--- src/rtl/air_regs.svh ---
// Purpose: Register offsets, field positions and reset values.
// Assumes: Included by bare name from the design files.
// Notes: Byte-wide register address, as on the serial interface.
`ifndef AIR_REGS_SVH
`define AIR_REGS_SVH
`define AIR_ADDR_MODE 8'h02
`define AIR_ADDR_CHECK 8'h03
`define AIR_ADDR_RESULT 8'h04
`define AIR_ADDR_STATUS 8'h00
`define AIR_BIT_WL 0
`define AIR_BIT_WATCH 5
`define AIR_BIT_APPEND 6
`define AIR_FLD_XFER_LO 2
`define AIR_MODE_RST 16'h0000
`define AIR_MODE_WMASK 16'h1FED
`define AIR_CHECK_RST 24'h00_0000
`define AIR_RESULT_RST 24'h00_0000
`define AIR_NUM_USER 4
`endif

--- src/rtl/air_pkg.sv ---
// Purpose: Types shared by the register bank.
// Assumes: Nothing.
// Notes: None.
package air_pkg;
    typedef enum logic [1:0]
    {
        AIR_XFER_OFF = 2'h0,
        AIR_XFER_XOR = 2'h1,
        AIR_XFER_CRC = 2'h2,
        AIR_XFER_RSV = 2'h3
    } air_xfer_t;
    typedef enum logic [1:0]
    {
        AIR_RD_IDLE = 2'h0,
        AIR_RD_BUSY = 2'h1
    } air_rd_t;
endpackage

--- src/rtl/air_user_mem.sv ---
// Purpose: Small store for the checked user registers.
// Assumes: One write port, one registered read port.
// Notes: Words are 24 bits; unused upper bits kept zero by the writer.
module air_user_mem
    import air_pkg::*;
#(
    parameter int DEPTH = 4,
    parameter int AW = 2
)
(
    input wire logic ref_clk_in,
    input wire logic rst_in,
    input wire logic wr_en_in,
    input wire logic [AW-1:0] wr_addr_in,
    input wire logic [23:0] wr_data_in,
    input wire logic [AW-1:0] rd_addr_in,
    output logic [23:0] rd_data_out,
    output logic [24*DEPTH-1:0] all_out
);
    logic [23:0] mem_ff [DEPTH];
    genvar g;
    generate
        for (g = 0; g < DEPTH; g++)
        begin : g_word
            always_ff @(posedge ref_clk_in)
            begin
                if (rst_in)
                    mem_ff[g] <= 24'h00_0000;
                else if (wr_en_in && wr_addr_in == AW'(g))
                    mem_ff[g] <= wr_data_in;
            end
            assign all_out[24*g +: 24] = mem_ff[g];
        end
    endgenerate
    always_ff @(posedge ref_clk_in)
    begin
        if (rst_in)
            rd_data_out <= 24'h00_0000;
        else
            rd_data_out <= mem_ff[rd_addr_in];
    end
endmodule

--- src/rtl/air_xor_fold.sv ---
// Purpose: XOR fold of all checked user registers into one word.
// Assumes: Input is a flat concatenation of 24-bit words.
// Notes: Registered so the fold is not a long path into the bank.
module air_xor_fold
    import air_pkg::*;
#(
    parameter int DEPTH = 4
)
(
    input wire logic ref_clk_in,
    input wire logic rst_in,
    input wire logic [24*DEPTH-1:0] words_in,
    output logic [23:0] sum_out
);
    logic [23:0] fold;
    always_comb
    begin
        fold = 24'h00_0000;
        for (int i = 0; i < DEPTH; i++)
            fold = fold ^ words_in[24*i +: 24];
    end
    always_ff @(posedge ref_clk_in)
    begin
        if (rst_in)
            sum_out <= 24'h00_0000;
        else
            sum_out <= fold;
    end
endmodule

--- src/rtl/air_bank.sv ---
// Purpose: Interface mode fields, integrity checker and result register.
// Assumes: Serial framing done outside; one access per req pulse.
// Notes: Read data registered; answered two cycles after the request.
`include "air_regs.svh"
// Notes on behaviour
// With watch enabled, any change of a checked register sets the fault.
// Writing watch enable to zero clears the fault flag.
// Mode, result and status registers are not watched.
// Host configures everything first, then sets watch enable.
// Writing a checked register while watching raises the fault.
// Check select: 00 none, 01 xor reads and crc writes, 10 crc.
// Protected transfers carry one extra check byte.
// Short word select: 0 gives 24-bit result, 1 gives 16-bit.
// Mode writes do not reset conversion; next result has new length.
// Checksum register is the 24-bit XOR of watched registers, read only.
// Checksum reads zero while watch enable is clear.
// Result coding offset binary, or unipolar when polarity select says.
// Reading the result drives pending bit and pending output high.
// Result may be read repeatedly; same value until a new load.
// No new result is loaded while a result read is in progress.
// Append state select adds the status byte to every result read.
// Host writes zero to reserved mode bits 4 and 1.
// Checksum recomputed from current register contents before next read.
// Short word with append returns 16-bit result then status byte.
module air_bank
    import air_pkg::*;
#(
    parameter int NUM_USER = `AIR_NUM_USER,
    parameter int UAW = 2
)
(
    input wire logic ref_clk_in,
    input wire logic rst_in,
    input wire logic req_in,
    input wire logic wr_in,
    input wire logic [7:0] addr_in,
    input wire logic [23:0] wdata_in,
    input wire logic rd_done_in,
    input wire logic conv_valid_in,
    input wire logic [23:0] conv_code_in,
    input wire logic polarity_select_in,
    input wire logic [7:0] status_in,
    output logic ack_out,
    output logic [31:0] rdata_out,
    output logic [2:0] rlen_out,
    output logic check_byte_out,
    output logic [1:0] xfer_check_out,
    output logic short_word_out,
    output logic append_out,
    output logic integrity_fault_out,
    output logic result_pending_n_out,
    output logic mode_out_valid_out,
    output logic [15:0] mode_out
);
    logic [15:0] mode_ff;
    logic [15:0] nxt_mode;
    logic fault_ff;
    logic nxt_fault;
    logic [23:0] result_ff;
    logic [23:0] nxt_result;
    logic pend_n_ff;
    logic nxt_pend_n;
    logic held_ff;
    logic held_wl_ff;
    logic rd_busy_ff;
    logic ack_ff;
    logic [31:0] rdata_ff;
    logic [2:0] rlen_ff;
    logic [23:0] sum_q;
    logic [23:0] sum_prev_ff;
    logic watch_d1_ff;
    logic [23:0] user_rd;
    logic [24*NUM_USER-1:0] user_all;
    air_xfer_t xfer_sel;

    function automatic logic is_user(input logic [7:0] a);
        is_user = a >= 8'h10 && a < 8'h10 + 8'(NUM_USER);
    endfunction

    wire wr_req = req_in && wr_in;
    wire rd_req = req_in && !wr_in;
    wire wr_mode = wr_req && addr_in == `AIR_ADDR_MODE;
    wire wr_user = wr_req && is_user(addr_in);
    wire rd_result = rd_req && addr_in == `AIR_ADDR_RESULT;
    wire watch_on = mode_ff[`AIR_BIT_WATCH];
    wire short_word_select = mode_ff[`AIR_BIT_WL];
    wire append_on = mode_ff[`AIR_BIT_APPEND];
    wire [UAW-1:0] uaddr = UAW'(addr_in - 8'h10);
    // Reserved bits 4 and 1 dropped even if the host ignores them
    wire [15:0] mode_wr = wdata_in[15:0] & `AIR_MODE_WMASK;
    wire watch_clr = wr_mode && !mode_wr[`AIR_BIT_WATCH];
    // Fold compared against value captured when watching began
    // A lasting mismatch must not outlive the write that clears the watch
    wire sum_moved = watch_on && watch_d1_ff && !watch_clr &&
        sum_q != sum_prev_ff;
    wire fault_set = (watch_on && wr_user) || sum_moved;
    // A read freezes the result until the framer ends the transfer
    wire load_ok = conv_valid_in && !rd_busy_ff && !rd_result;
    // Unipolar when selected; offset binary is the native code
    wire [23:0] coded = polarity_select_in ?
        {~conv_code_in[23], conv_code_in[22:0]} : conv_code_in;
    // Length follows the mode at load time, not at read time
    wire [23:0] shaped = short_word_select ? {8'h00, coded[23:8]} : coded;
    wire res16 = held_wl_ff;
    wire [23:0] check_val = watch_on ? sum_q : 24'h00_0000;
    wire [31:0] res_word = res16 ?
        (append_on ? {8'h00, result_ff[15:0], status_in}
                   : {16'h0000, result_ff[15:0]}) :
        (append_on ? {result_ff, status_in}
                   : {8'h00, result_ff});
    wire [2:0] res_len = 3'(res16 ? 2 : 3) + 3'(append_on ? 1 : 0);
    wire [31:0] rd_mux =
        addr_in == `AIR_ADDR_MODE ? {16'h0000, mode_ff} :
        addr_in == `AIR_ADDR_CHECK ? {8'h00, check_val} :
        addr_in == `AIR_ADDR_RESULT ? res_word :
        addr_in == `AIR_ADDR_STATUS ? {24'h00_0000, status_in} :
        is_user(addr_in) ? {8'h00, user_rd} : 32'h0000_0000;
    wire [2:0] len_mux =
        addr_in == `AIR_ADDR_MODE ? 3'h2 :
        addr_in == `AIR_ADDR_RESULT ? res_len :
        addr_in == `AIR_ADDR_STATUS ? 3'h1 : 3'h3;

    assign xfer_sel = air_xfer_t'(mode_ff[`AIR_FLD_XFER_LO +: 2]);
    assign nxt_mode = wr_mode ? mode_wr : mode_ff;
    // Set wins if it arrives in the clearing cycle
    assign nxt_fault = fault_set ? 1'b1 : (watch_clr ? 1'b0 : fault_ff);
    assign nxt_result = load_ok ? shaped : result_ff;
    assign nxt_pend_n = rd_result ? 1'b1 :
        (load_ok ? 1'b0 : pend_n_ff);

    // Peek reads the addressed word in the cycle of the request
    air_user_mem #(.DEPTH(NUM_USER), .AW(UAW)) u_mem
    (
        .ref_clk_in(ref_clk_in),
        .rst_in(rst_in),
        .wr_en_in(wr_user),
        .wr_addr_in(uaddr),
        .wr_data_in(wdata_in),
        .rd_addr_in(uaddr),
        .rd_data_out(),
        .all_out(user_all)
    );
    assign user_rd = user_all[24*uaddr +: 24];

    air_xor_fold #(.DEPTH(NUM_USER)) u_fold
    (
        .ref_clk_in(ref_clk_in),
        .rst_in(rst_in),
        .words_in(user_all),
        .sum_out(sum_q)
    );

    always_ff @(posedge ref_clk_in)
    begin
        if (rst_in)
        begin
            mode_ff <= `AIR_MODE_RST;
            fault_ff <= 1'b0;
            result_ff <= `AIR_RESULT_RST;
            pend_n_ff <= 1'b1;
            held_wl_ff <= 1'b0;
            held_ff <= 1'b0;
        end
        else
        begin
            mode_ff <= nxt_mode;
            fault_ff <= nxt_fault;
            result_ff <= nxt_result;
            pend_n_ff <= nxt_pend_n;
            held_ff <= held_ff | load_ok;
            if (load_ok)
                held_wl_ff <= short_word_select;
        end
    end

    always_ff @(posedge ref_clk_in)
    begin
        if (rst_in)
        begin
            rd_busy_ff <= 1'b0;
            watch_d1_ff <= 1'b0;
            sum_prev_ff <= `AIR_CHECK_RST;
        end
        else
        begin
            if (rd_result)
                rd_busy_ff <= 1'b1;
            else if (rd_done_in)
                rd_busy_ff <= 1'b0;
            watch_d1_ff <= watch_on;
            // Reference follows the fold every cycle until armed; held while watching
            if (!watch_d1_ff)
                sum_prev_ff <= sum_q;
        end
    end

    always_ff @(posedge ref_clk_in)
    begin
        if (rst_in)
        begin
            ack_ff <= 1'b0;
            rdata_ff <= 32'h0000_0000;
            rlen_ff <= 3'h0;
        end
        else
        begin
            ack_ff <= req_in;
            if (rd_req)
            begin
                rdata_ff <= rd_mux;
                rlen_ff <= len_mux;
            end
        end
    end

    always_ff @(posedge ref_clk_in)
    begin
        if (rst_in)
        begin
            ack_out <= 1'b0;
            rdata_out <= 32'h0000_0000;
            rlen_out <= 3'h0;
            check_byte_out <= 1'b0;
            xfer_check_out <= 2'h0;
            short_word_out <= 1'b0;
            append_out <= 1'b0;
            integrity_fault_out <= 1'b0;
            result_pending_n_out <= 1'b1;
            mode_out_valid_out <= 1'b0;
            mode_out <= 16'h0000;
        end
        else
        begin
            ack_out <= ack_ff;
            rdata_out <= rdata_ff;
            rlen_out <= rlen_ff;
            check_byte_out <= xfer_sel != AIR_XFER_OFF;
            xfer_check_out <= xfer_sel;
            short_word_out <= short_word_select;
            append_out <= append_on;
            integrity_fault_out <= fault_ff;
            result_pending_n_out <= pend_n_ff;
            mode_out_valid_out <= held_ff;
            mode_out <= mode_ff;
        end
    end
endmodule

--- config.mk ---
export PLATFORM = sky130hd
export DESIGN_NAME = air_bank
export DESIGN_NICKNAME = d
export VERILOG_FILES = /design/src/rtl/air_pkg.sv /design/src/rtl/air_user_mem.sv /design/src/rtl/air_xor_fold.sv /design/src/rtl/air_bank.sv
export VERILOG_INCLUDE_DIRS = /design/src /design/src/rtl
export SDC_FILE = /design/constraint.sdc
export NUM_CORES = 1
export LEC_CHECK = 0
export ABC_AREA = 1
export BUFFER_PORTS_ARGS = -buffer_cell sky130_fd_sc_hd__buf_4
export CAP_MARGIN = 20
export CORE_ASPECT_RATIO = 1.25
export CORE_MARGIN = 1
export CORE_UTILIZATION = 40
export CTS_CLUSTER_DIAMETER = 40
export DETAILED_ROUTE_END_ITERATION = 10
export PLACE_DENSITY = 0.63
export SYNTH_ARGS = -nofsm -noshare
export SYNTH_HDL_FRONTEND = slang
export SYNTH_SLANG_ARGS = --single-unit
export TNS_END_PERCENT = 30
--- constraint.sdc ---
create_clock -name ref_clk_in -period 2.66 [get_ports ref_clk_in]
set_input_delay 0.133 -clock ref_clk_in [delete_from_list [all_inputs] [get_ports ref_clk_in]]
set_output_delay 0.133 -clock ref_clk_in [all_outputs]
set_load 0.03 [all_outputs]
==> results.cfg <==
[sta]
relSlewSlack_pct = 48.2
rsz0062_at_grt = no
hold_violations = 1
slew_violations = 0
fmax_mhz = 463
clock_skew_ns = 0.0127
hold_slack_ns = -0.00236
setup_viol = 0
min_period_over_period_pct = 81.1
min_period_ns = 2.16
setup-tns-final_ns = 0
worst_pin_slew_ns = 0.775

[placement]
port_buffers = 125
dp.final_hpwl_mm = 23.4
gp_congestion = 0.876

[finish]
regArea_mm2 = 0.00639
antennaDiodeCount = 0
syn_to_final_growth_pct = 23.8
final_nets = 1742
fill_cells = 2810
multi_input_area_mm2 = 0.00469
final_layout_size_suffix_gt1_share_pct = 15.2

[floorplanning]
fp.dieArea_mm2 = 0.0307
ios = 131
placement_rows = 70
dieHeight_um = 196
die_x_um = 157
initial_core_util_pct = 40.8
core-area_mm2 = 0.0294

[worst_setup_path]
cp-start-kind = flip-flop
cp_max_fo = 27
crit_arrival_ns = 2.56
critPathMostFrequentCell = nand2_1
worst-setup-path-type = reg -> reg
endpoint_kind = flip-flop
critPathMaxStageDelay_ns = 0.56
worst-path-buf-inv = 3
critPathRequiredTime_ns = 3.06
cp_cell_sequence = buf_4 > clkinv_1 > nand2_1 > nand2_1 > dlygate4sd3_1 > o21ai_1 > nor2_1
cp_top_family = buffers and inverters
crit_slowest_cell = dlygate4sd3_1

[route]
antenna_left = 0
drtPass1Iterations = 5
drt_iter0_drc = 723
drt-wirelength-per-cell_um = 15.6
num_vias = 10100
vias_per_cell = 4.82
drc = 0
routed_wl_mm = 32.5

[pwr]
p_leak_nw = 6.49
power_density_mw_per_mm2 = 699
vdd_drop_max_mv = 0.443

[synth]
synth-adder-area-share_pct = 0.104
yosys_warnings = 0
ys_ff_latch = 271
synth_top_family_by_area = simple AND/OR/NAND/NOR gates
synth-xor-area-share_pct = 3.72
synth.avg_cell_area_um2 = 7.87
ys_types = 36
yosys.area.top_type_share_pct = 29.2
synth_area_mm2 = 0.0120
synth-compound-area-share_pct = 8.53
netlist.top_cell.by_area = dfxtp_1
synth_mux_area_share_pct = 0
synthCells = 1526
synthTopCellsByArea = dfxtp_1, edfxtp_1, nand2_1, nor2_1, inv_1
synthSimpleGateAreaFrac_pct = 26.4
ys_seq_area_share_pct = 53.1

[clock_network]
cts-root-buf = clkbuf_16
clockBufferDepth = 3
cts.sinks = 271
cts.clk_slew.worst_paths_ns = 0.06
htree_levels = 2
tritoncts = built
ctsResizeCount = 0
cts_buffers = 35
worstSkewPairLatency_ns = 0.50

[grt]
grt_max_degree = 59
grt.overflow.total = 0
grt_pass1_wl_mm = 50.2
antenna_found_initial = 0
grt_usage_pct = 21.3
grt_pass1_vias = 9387

[run_status]
violations = negative hold slack
status = complete, but fails checks

[min_path]
min_path_type = in -> reg

[run]
cap_violations = 0
[worst register-to-register path: stages, from the launching register on]
cell and delay [ns]:
dfxtp_1 0.31, buf_4 0.21, clkinv_1 0.53, nand2_1 0.21, nand2_1 0.06, dlygate4sd3_1 0.56, o21ai_1 0.13, nor2_1 0.05
[stage by stage]
stage	instances	power [W]	util (%)	setup slack, ns	instance area, µm²
2_1_floorplan	1530	0.00516	-	-0.205	12000
6_report	2091	0.0104	50.5	0.502	14900
3_3_place_gp	1997	0.00544	45.2	0.618	13300
5_1_grt	2091	0.0107	50.5	0.334	14900
4_1_cts	2091	0.0105	50.5	0.499	14900
3_5_place_dp	1997	0.00546	45.2	0.552	13300
[placed cells by master (no fill, tap or decap), types with 2 or more instances in the layout]
master / n
nand2_1: 442
nor2_1: 222
dfxtp_1: 175
buf_4: 147
inv_1: 142
edfxtp_1: 96
a21oi_1: 89
o21ai_0: 59
nand3_1: 44
clkbuf_16: 37
dlygate4sd3_1: 32
xor2_1: 26
xnor2_1: 25
or2_2: 24
nand4_1: 22
o21ai_1: 21
clkinv_1: 11
a22oi_1: 10
inv_2: 9
o31ai_1: 9
bufinv_16: 6
conb_1: 5
inv_6: 5
nor2_4: 4
nand2_2: 4
nand3_2: 4
o21ai_2: 3
nor2_2: 2
clkbuf_1: 2
inv_8: 2
clkinv_4: 2
buf_12: 2
[state kept, by name, indices dropped and copies added (netlist names), 3 cells and up]
signal / cells
mode_ff: 11
mode_out: 10
rdata_ff: 32
rdata_out: 32
result_ff: 24
rlen_ff: 3
rlen_out: 3
sum_prev_ff: 24
u_fold.sum_out: 24
u_mem.mem_ff: 96
[cell families (layout without fill, tap and decap cells)]
group | count (synthesis) | count (layout)
flops | 271 | 271
compound gates | 194 | 194
simple gates | 772 | 772
other cells | 1 | 5
buf+inv | 236 | 401
xor+xnor | 51 | 51
fa+ha+maj | 1 | 1
[power breakdown]
group          leakage (nW)  internal, W  switching, W
registers              2.34      0.00446      0.000130
clock network         0.605      0.00317       0.00182
logic                  3.54     0.000336      0.000483
total                  6.49      0.00797       0.00243
[cells in the mapped netlist]
| library cell | count |
|---|---|
| or2_2 | 24 |
| nor2_2 | 2 |
| inv_1 | 143 |
| nor2_8 | 1 |
| xnor2_1 | 25 |
| buf_6 | 3 |
| buf_4 | 11 |
| clkinv_1 | 5 |
| inv_2 | 9 |
| clkbuf_1 | 47 |
| conb_1 | 1 |
| nand2_2 | 4 |
| nand2_1 | 442 |
| nor3_1 | 1 |
| nand3_2 | 4 |
| o22ai_1 | 1 |
| nand3_1 | 44 |
| nand2_4 | 1 |
| a22oi_1 | 10 |
| o21ai_0 | 62 |
| nor2_1 | 222 |
| o21ai_1 | 21 |
| o31ai_1 | 9 |
| a21boi_0 | 1 |
| inv_4 | 1 |
| xor2_1 | 26 |
| edfxtp_1 | 96 |
| ha_1 | 1 |
| o211ai_1 | 1 |
| nor2_4 | 4 |
| dfxtp_1 | 175 |
| nor3_4 | 1 |
| buf_2 | 12 |
| buf_1 | 5 |
| a21oi_1 | 89 |
| nand4_1 | 22 |
[layout make-up]
cell class,instances,share of cell area (%)
inverter,158,4.00
multi-input combinational,1023,31.5
sequential,271,42.9
timing repair buffer,181,9.84
clock inverter,22,1.99
clock buffer,40,6.37
tap,396,3.33
[path summary, 6_finish.rpt]
check / slack [ns] / startpoint / cells after the start / end
setup / recovery: 0.50 / mode_ff[0] / 7 / result_ff[6]
hold / removal: -0.002 / conv_code_in[7] / 5 / result_ff[7]
setup reg to reg: 0.50 / mode_ff[0] / 7 / result_ff[6]
hold reg to reg: 0.41 / ack_ff / 2 / ack_out
[repair_timing]
item | in CTS | in global routing
hold buffers | 32 | 0
endpoints found under the hold margin | 55 | 0
setup buffers | 0 | 0
[layer usage]
metal,vias to the layer above,wire length [µm],global-route usage (%)
li1,5106,-,-
met4,0,1370,9.71
met3,69,1640,3.29
met1,4620,13400,25.7
met2,276,16100,36.8
met5,-,0,0
Power figures use the tool's default switching activity.
